==> src/hw/ohs_pkg.sv <==
// Purpose: shared types and constants for the overcurrent hiccup sequencer
// Assumes: one channel, pwm cycle marked by a one-cycle enable on ref_clk
// Notes: counts are defaults; the top module exposes them as parameters
package ohs_pkg;
	localparam int unsigned OC_TRIP_CYCLES = 7;
	localparam int unsigned HICCUP_CYCLES = 7;
	localparam int unsigned SS_CHARGE_PWM = 64;
	localparam int unsigned SS_DISCH_PWM = 64;
	localparam int unsigned CNT_W = 8;

	typedef enum {
		OHS_ST_RUN,
		OHS_ST_CHARGE,
		OHS_ST_DISCHARGE
	} ohs_state_t;

	// analog comparator results for one pwm cycle
	typedef struct packed {
		logic over_limit;
		logic track_masked;
		logic undervolt;
		logic in_regulation;
	} ohs_sense_t;

	// drive side of the channel
	typedef struct packed {
		logic hi_drive;
		logic lo_drive;
		logic ss_charge;
		logic ss_discharge;
	} ohs_drive_t;
endpackage : ohs_pkg

==> src/hw/ohs_sync3.sv <==
// Purpose: three-flop synchroniser with agreement filter for pin inputs
// Assumes: single ref_clk domain
// Notes: output changes only once stages two and three agree
`timescale 1ns/1ns
module ohs_sync3 #(
	parameter int unsigned W = 1
) (
	input wire logic ref_clk, // clock
	input wire logic reset_n, // sync reset, active low
	input wire logic [W-1:0] d, // asynchronous inputs
	output logic [W-1:0] q // filtered result
);
	logic [W-1:0] s1_r;
	logic [W-1:0] s2_r;
	logic [W-1:0] s3_r;
	logic [W-1:0] q_nxt;

	genvar i;
	generate
		for (i = 0; i < W; i++) begin : g_bit
			assign q_nxt[i] = (s2_r[i] == s3_r[i]) ? s3_r[i] : q[i];
		end
	endgenerate

	always_ff @(posedge ref_clk) begin
		if (!reset_n) begin
			s1_r <= '0;
			s2_r <= '0;
			s3_r <= '0;
			q <= '0;
		end else begin
			s1_r <= d;
			s2_r <= s1_r;
			s3_r <= s2_r;
			q <= q_nxt;
		end
	end
endmodule : ohs_sync3

==> src/hw/ohs_sequencer.sv <==
// Purpose: overcurrent hiccup sequencer for one buck channel
// Assumes: pwm_cycle_en pulses once per switching cycle; comparators are pins
`timescale 1ns/1ns
module ohs_sequencer #(
	parameter int unsigned OC_TRIP = ohs_pkg::OC_TRIP_CYCLES,
	parameter int unsigned HICCUPS = ohs_pkg::HICCUP_CYCLES,
	parameter int unsigned CHG_PWM = ohs_pkg::SS_CHARGE_PWM,
	parameter int unsigned DIS_PWM = ohs_pkg::SS_DISCH_PWM
) (
	input wire logic ref_clk, // 125 MHz clock
	input wire logic reset_n, // sync reset, active low
	input wire logic pwm_cycle_en, // one pulse per switching cycle
	input wire logic pwm_on, // modulator on-time request, same clock
	input wire ohs_pkg::ohs_sense_t sense_pin, // raw comparator pins
	output ohs_pkg::ohs_drive_t drive, // switch and soft-start drive
	output logic power_good_output, // high while running, regulated and unmasked
	output logic uv_fault, // registered undervoltage fault flag
	output logic hiccup_active, // high during hiccup
	output logic hiccup_entry // one-cycle pulse on hiccup entry
);
	localparam int unsigned CW = ohs_pkg::CNT_W;
	// CW must hold the largest count; a narrower width truncates the compare value and shortens a phase

	// ------------------------------------------------------------
	// input synchronisation
	// ------------------------------------------------------------
	// pins reach the logic three to four clocks late, short against one switching period
	ohs_pkg::ohs_sense_t sense;
	ohs_sync3 #(.W($bits(ohs_pkg::ohs_sense_t))) u_sync (
		.ref_clk(ref_clk),
		.reset_n(reset_n),
		.d(sense_pin),
		.q(sense)
	);

	// ------------------------------------------------------------
	// state and counters
	// ------------------------------------------------------------
	ohs_pkg::ohs_state_t state_r;
	ohs_pkg::ohs_state_t state_nxt;
	logic [CW-1:0] oc_cnt_r;
	logic [CW-1:0] oc_cnt_nxt;
	logic [CW-1:0] hic_cnt_r;
	logic [CW-1:0] hic_cnt_nxt;
	logic [CW-1:0] ss_cnt_r;
	logic [CW-1:0] ss_cnt_nxt;
	logic pulse_cut_r;
	logic pulse_cut_nxt;
	logic pg_r;
	logic uv_r;
	logic entry_r;
	ohs_pkg::ohs_drive_t drive_r;
	ohs_pkg::ohs_drive_t drive_nxt;

	wire logic running = (state_r == ohs_pkg::OHS_ST_RUN);
	// trip no earlier than the cycle boundary that completes the seventh overcurrent cycle, and only while unmasked
	wire logic oc_cycle = pwm_cycle_en && sense.over_limit;
	wire logic trip = running && oc_cycle && !sense.track_masked
		&& (oc_cnt_r == CW'(OC_TRIP - 1));
	wire logic ss_done_chg = pwm_cycle_en && (ss_cnt_r == CW'(CHG_PWM - 1));
	wire logic ss_done_dis = pwm_cycle_en && (ss_cnt_r == CW'(DIS_PWM - 1));
	wire logic last_hiccup = (hic_cnt_r == CW'(HICCUPS - 1));

	// ------------------------------------------------------------
	// overcurrent counting
	// ------------------------------------------------------------
	// while masked the count parks at its last step, so lifting the mask under
	// a standing overload trips at the very next cycle boundary
	always_comb begin
		oc_cnt_nxt = oc_cnt_r;
		if (!running || trip) begin
			oc_cnt_nxt = '0;
		end else if (pwm_cycle_en) begin
			if (!sense.over_limit) begin
				oc_cnt_nxt = '0;
			end else if (oc_cnt_r != CW'(OC_TRIP - 1)) begin
				oc_cnt_nxt = oc_cnt_r + CW'(1);
			end
		end
	end

	// ------------------------------------------------------------
	// hiccup sequence
	// ------------------------------------------------------------
	// one charge plus one discharge make one hiccup cycle; hic_cnt_r counts them
	// the restart leaves the overcurrent count at zero, so a lasting overload
	// needs seven fresh cycles before hiccup comes back
	always_comb begin
		state_nxt = state_r;
		hic_cnt_nxt = hic_cnt_r;
		ss_cnt_nxt = ss_cnt_r;
		case (state_r)
			ohs_pkg::OHS_ST_RUN: begin
				if (trip) begin
					state_nxt = ohs_pkg::OHS_ST_CHARGE;
					hic_cnt_nxt = '0;
					ss_cnt_nxt = '0;
				end
			end
			ohs_pkg::OHS_ST_CHARGE: begin
				if (ss_done_chg) begin
					state_nxt = ohs_pkg::OHS_ST_DISCHARGE;
					ss_cnt_nxt = '0;
				end else if (pwm_cycle_en) begin
					ss_cnt_nxt = ss_cnt_r + CW'(1);
				end
			end
			ohs_pkg::OHS_ST_DISCHARGE: begin
				if (ss_done_dis) begin
					ss_cnt_nxt = '0;
					if (last_hiccup) begin
						state_nxt = ohs_pkg::OHS_ST_RUN;
						hic_cnt_nxt = '0;
					end else begin
						state_nxt = ohs_pkg::OHS_ST_CHARGE;
						hic_cnt_nxt = hic_cnt_r + CW'(1);
					end
				end else if (pwm_cycle_en) begin
					ss_cnt_nxt = ss_cnt_r + CW'(1);
				end
			end
			default: begin
				// an illegal state falls back to run with the counters cleared
				state_nxt = ohs_pkg::OHS_ST_RUN;
				hic_cnt_nxt = '0;
				ss_cnt_nxt = '0;
			end
		endcase
	end

	// ------------------------------------------------------------
	// pulse termination and drive
	// ------------------------------------------------------------
	// the cut holds until the next cycle boundary so the pulse is not re-armed
	always_comb begin
		pulse_cut_nxt = pulse_cut_r;
		if (pwm_cycle_en) begin
			pulse_cut_nxt = 1'b0;
		end
		if (sense.over_limit) begin
			pulse_cut_nxt = 1'b1;
		end
	end

	// drives are registered from the next state so that they turn with hiccup_active
	wire logic switching = (state_nxt == ohs_pkg::OHS_ST_RUN);
	wire logic next_charge = (state_nxt == ohs_pkg::OHS_ST_CHARGE);
	wire logic next_discharge = (state_nxt == ohs_pkg::OHS_ST_DISCHARGE);
	wire logic on_ok = pwm_on && !pulse_cut_nxt && !sense.over_limit;

	always_comb begin
		drive_nxt.hi_drive = switching && on_ok;
		drive_nxt.lo_drive = switching && !on_ok;
		drive_nxt.ss_charge = next_charge;
		drive_nxt.ss_discharge = next_discharge;
	end

	// ------------------------------------------------------------
	// status flags
	// ------------------------------------------------------------
	// a masked track pin hides undervoltage and keeps power good low
	wire logic uv_seen = sense.undervolt && !sense.track_masked;
	// power good waits for the restart so it never shows during hiccup
	wire logic pg_seen = switching && sense.in_regulation && !sense.track_masked;

	// ------------------------------------------------------------
	// registers
	// ------------------------------------------------------------
	// sequence state and counters
	always_ff @(posedge ref_clk) begin
		if (!reset_n) begin
			state_r <= ohs_pkg::OHS_ST_RUN;
			oc_cnt_r <= '0;
			hic_cnt_r <= '0;
			ss_cnt_r <= '0;
		end else begin
			state_r <= state_nxt;
			oc_cnt_r <= oc_cnt_nxt;
			hic_cnt_r <= hic_cnt_nxt;
			ss_cnt_r <= ss_cnt_nxt;
		end
	end

	// cut latch, switch drives and soft-start drives
	always_ff @(posedge ref_clk) begin
		if (!reset_n) begin
			pulse_cut_r <= 1'b0;
			drive_r <= '0;
		end else begin
			pulse_cut_r <= pulse_cut_nxt;
			drive_r <= drive_nxt;
		end
	end

	// status outputs
	always_ff @(posedge ref_clk) begin
		if (!reset_n) begin
			pg_r <= 1'b0;
			uv_r <= 1'b0;
			entry_r <= 1'b0;
		end else begin
			uv_r <= uv_seen;
			pg_r <= pg_seen;
			entry_r <= trip;
		end
	end

	assign drive = drive_r;
	assign power_good_output = pg_r;
	assign uv_fault = uv_r;
	assign hiccup_active = !running;
	assign hiccup_entry = entry_r;
endmodule : ohs_sequencer

==> config.mk <==
export PLATFORM = sky130hd
export DESIGN_NAME = ohs_sequencer
export DESIGN_NICKNAME = d
export VERILOG_FILES = /design/src/hw/ohs_pkg.sv /design/src/hw/ohs_sync3.sv /design/src/hw/ohs_sequencer.sv
export SDC_FILE = /design/constraint.sdc
export NUM_CORES = 1
export LEC_CHECK = 0
export BUFFER_PORTS_ARGS = -buffer_cell sky130_fd_sc_hd__buf_2
export CAP_MARGIN = 20
export CORE_ASPECT_RATIO = 0.5
export CORE_UTILIZATION = 59
export DETAILED_ROUTE_END_ITERATION = 8
export MAX_ROUTING_LAYER = met4
export PLACE_DENSITY = 0.77
export SLEW_MARGIN = 20
export SYNTH_ARGS = -nofsm -noshare
export SYNTH_HDL_FRONTEND = slang
export SYNTH_HIERARCHICAL = 1
export SYNTH_SLANG_ARGS = --single-unit
==> constraint.sdc <==
create_clock -name ref_clk -period 2.7 [get_ports ref_clk]
set_input_delay 0.54 -clock ref_clk [delete_from_list [all_inputs] [get_ports ref_clk]]
set_output_delay 0.54 -clock ref_clk [all_outputs]
set_load 0.1 [all_outputs]
==> key figures, run 1 <==
Layout
  – # diodes: 0
  – Post-Layout Cell Count: about 400
  – Post-layout net count: around 340
  – Final core occ: just over 70%
  – Share of layout cells above drive strength 1: roughly 16%
  – P&R area growth vs syn: 14.7%

Yosys
  – Most frequent cell after synthesis: dfxtp_1
  – Yosys reg bits: 80
  – Cells after Synth: 271
  – Yosys top cell area share: around 56%
  – YS warnings: 6
  – Synth Flop Type: dfxtp_1
  – Post-Syn Area: about 2900 um^2
  – Top cells by count, synth: 80 x dfxtp_1, 35 x nor2_1, 24 x nand2_1
  – Synth top area cells: dfxtp_1 56%, xnor2_1 5.2%, nor2_1 4.6%
  – Register area share after synthesis: a little under three fifths
  – EDFF count, synth: 0
  – Asr flop ratio synth: 0%
  – Area leader, netlist: dfxtp_1
  – Synth unique cells: 43
  – Synthesized area per cell: roughly 11 um^2

Drt
  – Vias after detailed routing: approximately 1900
  – Pre-antenna DRT Iters: 4
  – DR top layer: met4
  – Via density: 4.83
  – Residual DRC: 0
  – Met1 Wirelength: approximately 2.1 mm
  – DR WL met3: ~170 um
  – Post-DRT Antenna Nets: 0
  – Wire length on met2: 2.16 mm
  – WL final: around 4.4 mm
  – DRT iter0 DRCs: 42
  – DR WL/cell: between 10 and 15 um

STA
  – Final worst-path cycle share: 91.5%
  – Fmax: 0.405 GHz
  – RSZ-0062 raised after global routing: no
  – Rel. slew slack: roughly 57%
  – Slew @ Worst Pin: 0.646 ns
  – Clk_skew: around 0.0070 ns
  – Max Transition Viols Final: 0
  – Setup TNS: 0 ns
  – Final setup violation count: 0
  – Fin Hold WS: between 0.3 and 0.4 ns
  – Post-route minimum period: ~2.5 ns
  – Final Hold Violating Endpoints: 0

Clock network
  – Clock transition at the registers of the reported paths: 0.08 ns
  – Cts bufs inserted: 9
  – Skew-Pair Late Insertion Delay: approximately 0.34 ns
  – Cts repair resizes: 0
  – CTS Buffer Depth: 2
  – CTS HTree Levels: 3
  – Hold bufs inserted after CTS: 0
  – Number of setup buffers added after CTS: 0
  – TritonCTS clock tree: yes
  – CTS root buf: clkbuf_8
  – Clock sink count: 80

Global route
  – Initial antenna violation count: 0
  – Gr usage total: between 20% and 30%
  – Largest net degree at the start of global routing: 23
  – Vias in the first global route: about 1800
  – First-pass GRT wire length: 7.65 mm
  – GRT Residual Overflow: 0

Place
  – Final estimated routing congestion in global placement: roughly 0.8
  – PortBufs: 15
  – Cell total after placement: around 380
  – Post-DP HPWL: roughly 3.2 mm

Floorplanning
  – Initial core utilization: 63.2%
  – Area of the core: ~4500 um^2
  – FP Rows: 17
  – Width of the die: 100 um
  – I/O pin total: 16
  – Die area: 5150 um^2
  – Die extent in y: 51.2 um

Critical path
  – Critical path capture point type: output pin
  – CP Max Fanout: 2
  – CP max-delay cell: nor3_1
  – Critical path type: reg -> out
  – CP required: ~2.2 ns
  – Crit path arrival time: approximately 1.9 ns
  – Crit path launch type: flop
  – CP peak stage delay: 0.33 ns
  – Worst-path cell chain: nor4_1 > nand4_1 > nor3_1 > nand2_1 > buf_2

Power
  – Power Dens Cells: 626 nW/um^2
  – Leakage: between 1 and 1.5 nW
  – VDD IR max: 0.342 mV

Min path
  – Hold crit path type: in -> reg

Run
  – Max Cap Viol: 0

Outcome
  – Outcome: finished clean
==> power by group <==
group	internal (W)	switching [W]	leakage, nW
Combinational	0.0000149	0.0000319	0.463
Sequential	0.00121	0.00000919	0.658
Clock	0.000348	0.000438	0.0890
Total	0.00157	0.000479	1.21
==> registers in the layout, summed over array words and instances, names as in the netlist, 4 cells and up <==
signal,flops
drive,4
hic_cnt_r,8
oc_cnt_r,8
ss_cnt_r,8
state_r,32
u_sync/q,4
u_sync/s1_r,4
u_sync/s2_r,4
u_sync/s3_r,4
==> final timing paths <==
kind	startpoint	endpoint	slack (ns)	cells past startpoint
worst max register to register	state_r[27]	oc_cnt_r[4]	0.49	7
worst min register to register	u_sync/s1_r[1]	u_sync/s2_r[1]	0.43	1
worst max-delay path	state_r[27]	hiccup_active	0.23	5
worst min-delay path	pwm_on	drive[2]	0.39	2
==> logic make-up after synthesis <==
group,Yosys count,synth area share (%)
simple gates,114,22.7
other cells,1,0.131
mux,1,0.350
buf+inv,12,2.23
xor+xnor,21,6.43
flops,80,56.0
fa+ha+maj,5,2.19
compound gates,37,10.1
==> stage by stage <==
stage          worst slack (ns)  cell area [um^2]  total power (W)
4_1_cts                   0.178              3280          0.00208
3_5_place_dp              0.504              3100          0.00130
2_1_floorplan             0.268              2970          0.00128
5_1_grt                  0.0728              3280          0.00213
6_report                  0.230              3280          0.00205
3_3_place_gp              0.566              3100          0.00129
==> area by class of cell <==
| class | count | area [um^2] |
|---|---|---|
| clock buffer | 10 | 128 |
| tap | 66 | 82.6 |
| multi-input combinational | 208 | 1310 |
| timing repair buffer | 16 | 82.6 |
| clock inverter | 6 | 53.8 |
| inverter | 8 | 30.0 |
| fill | 360 | 1250 |
| sequential | 80 | 1600 |
==> cell usage in the layout (no fill, tap or decap), drive strengths merged, types with 2 or more instances in the layout <==
cell type / netlist / routed
nand4: 2 / 2
nor4: 10 / 10
xnor2: 17 / 17
nor2: 35 / 35
nor3: 6 / 6
a211oi: 4 / 4
conb: 1 / 30
nand2: 24 / 24
xor2: 4 / 4
ha: 5 / 5
or2b: 2 / 2
inv: 8 / 10
buf: 2 / 16
dfxtp: 80 / 80
and2: 14 / 14
clkbuf: 2 / 10
o21ai: 8 / 8
a21oi: 12 / 12
o41ai: 2 / 2
a21boi: 6 / 6
a31oi: 2 / 2
nor3b: 4 / 4
clkinv: 0 / 3
nand3: 9 / 9
==> critical path, delay by kind of cell, from the launching register on <==
| family | cells | cell delay [ns] |
|---|---|---|
| buf+inv | 1 | 0.30 |
| flops | 1 | 0.31 |
| simple gates | 4 | 0.98 |
==> metal layers <==
metal  vias up  global-route usage (%)
met5         -                       -
met4         0                    10.9
met3         4                    8.34
met2        24                    34.0
met1       880                    22.3
li1        996                       -
No activity file was read; power rests on OpenSTA's default activity.
==> run 2, diff against run 1 <==
Settings changed: GPL_TIMING_DRIVEN set to 0.
==> run 2 against run 1 <==
Register-to-register slack worse by 0.15 ns. Global-route usage is 0.22 points higher. Cell count rose by 1.0%. Sequential power barely moved. Fmax fell by 2.9%. Core utilization is 1.4 points higher. Largest power group unchanged. Highest routed layer unchanged.
==> key figures, run 2 (synthesis gave the netlist of run 1 again) <==
Drt
  – Vias after detailed routing: 1934
  – Residual DRC: 0
  – Post-DRT Antenna Nets: 0
  – DRT iter0 DRCs: 56
  – Via density: a little under 5
  – DR WL/cell: roughly 12 um
  – Pre-antenna DRT Iters: 4
  – WL final: about 4.6 mm

Critical path
  – CP Max Fanout: 10
  – Delay-heaviest family, CP: simple AND/OR/NAND/NOR gates
  – Critical path capture point type: output pin
  – CP required: between 2 and 2.5 ns
  – CP max-delay cell: dfxtp_1
  – Crit path arrival time: approximately 2 ns
  – Crit path launch type: flop
  – Worst path bufs/invs: 2
  – CP peak stage delay: 0.31 ns
  – Worst-path cell chain: nor4_1 > nand4_1 > nor3_4 > clkbuf_4 > nand2_1 > buf_4
  – Critical path type: reg -> out

Layout
  – # diodes: 0
  – Largest register FFs: 32
  – Highest-count cells in the layout ignoring fill and taps: 80 x dfxtp_1, 35 x nor2_1, 30 x conb_1
  – Final core occ: 73.9%
  – Share of layout cells above drive strength 1: between 10% and 20%
  – P&R area growth vs syn: 17.0%
  – Post-layout net count: 340
  – Most common cell after layout, fill and taps aside: dfxtp_1
  – Largest Register: state_r

Clock network
  – CTS root buf: clkbuf_8
  – Skew-Pair Late Insertion Delay: about 0.35 ns
  – CTS Buffer Depth: 2
  – Cts bufs inserted: 9
  – Clock sink count: 80
  – CTS HTree Levels: 3
  – Clock transition at the registers of the reported paths: about 0.080 ns
  – TritonCTS clock tree: yes

STA
  – Setup TNS: 0 ns
  – RSZ-0062 raised after global routing: no
  – Final setup violation count: 0
  – Max Transition Viols Final: 0
  – Fmax: about 0.39 GHz
  – Final Hold Violating Endpoints: 0
  – Rel. slew slack: between 50 and 60%
  – Clk_skew: between 0.008 and 0.009 ns
  – Final worst-path cycle share: between 90% and 100%
  – Post-route minimum period: 2.54 ns
  – Slew @ Worst Pin: 0.689 ns

Place
  – Post-DP HPWL: roughly 3.4 mm
  – PortBufs: 15
  – Final estimated routing congestion in global placement: 0.833

Floorplanning
  – Die area: between 5000 and 6000 um^2
  – Area of the core: approximately 4500 um^2
  – FP Rows: 17
  – I/O pin total: 16
  – Initial core utilization: between 60% and 70%
  – Width of the die: 100 um
  – Die extent in y: between 50 and 60 um

Global route
  – Vias in the first global route: about 1900
  – Gr usage total: a little over a fifth
  – First-pass GRT wire length: roughly 7.8 mm
  – GRT Residual Overflow: 0
  – Largest net degree at the start of global routing: 15
  – Initial antenna violation count: 0

Run
  – Max Cap Viol: 0

Min path
  – Hold crit path type: in -> reg

Power
  – Leakage: roughly 1.3 nW
  – VDD IR max: 0.494 mV
  – Power Dens Cells: ~630 nW/um^2

Outcome
  – Outcome: finished clean
run 2: cell types whose count changed in the layout (fill, tap and decap cells not counted):
cell,delta
bufinv_16,+1
clkbuf_4,+1
nor3_1,-1
nor3_4,+1
buf_6,+1
clkinvlp_4,-1
inv_6,+1
clkinv_2,+2
clkinv_4,-2
clkbuf_8,+1
inv_8,-1
buf_4,+1
run 2: per-layer routing:
metal	share of wire, %	GRT usage (%)	up-vias
met4	1.5	8.94	0
li1	-	-	1002
met5	0	-	-
met2	48	35.6	31
met1	45	22.3	894
met3	4.8	8.34	7
run 2: repair_timing:
action                                  CTS  global route
hold buffers                              0             0
endpoints found under the setup margin    1             1
resized for setup                         3             3
pin swaps                                 1             2
setup buffers                             1             0
run 2: worst paths after layout:
check / depth (start not counted) / from / slack [ns] / end
worst min register to register: 1 / u_sync/s1_r[1] / 0.44 / u_sync/s2_r[1]
worst min-delay path: 2 / pwm_on / 0.37 / drive[2]
worst max-delay path: 6 / state_r[27] / 0.16 / hiccup_active
worst max register to register: 7 / state_r[27] / 0.34 / ss_cnt_r[2]
run 2: where the power goes:
group | switching, W | internal [W] | total, W
clock network | 0.000417 | 0.000432 | 0.000850
logic | 0.0000326 | 0.0000163 | 0.0000489
registers | 0.00000906 | 0.00121 | 0.00122
run 2: stage by stage:
stage	hold WS [ns]	std cells	instance area (um^2)	power, W	setup WS [ns]
6_report	0.372	398	3350	0.00212	0.157
2_1_floorplan	0.406	300	2970	0.00128	0.268
4_1_cts	0.354	398	3340	0.00215	0.0330
3_3_place_gp	0.409	381	3130	0.00129	0.0979
3_5_place_dp	0.420	381	3130	0.00130	0.0751
5_1_grt	0.386	398	3350	0.00220	0.00819
run 2: final cells by class:
type,instances,area [um^2]
tap,66,82.6
buffer,4,37.5
timing repair buffer,16,85.1
clock buffer,10,128
clock inverter,6,66.3
multi-input combinational,208,1320
fill,334,1180
inverter,8,30.0
sequential,80,1600
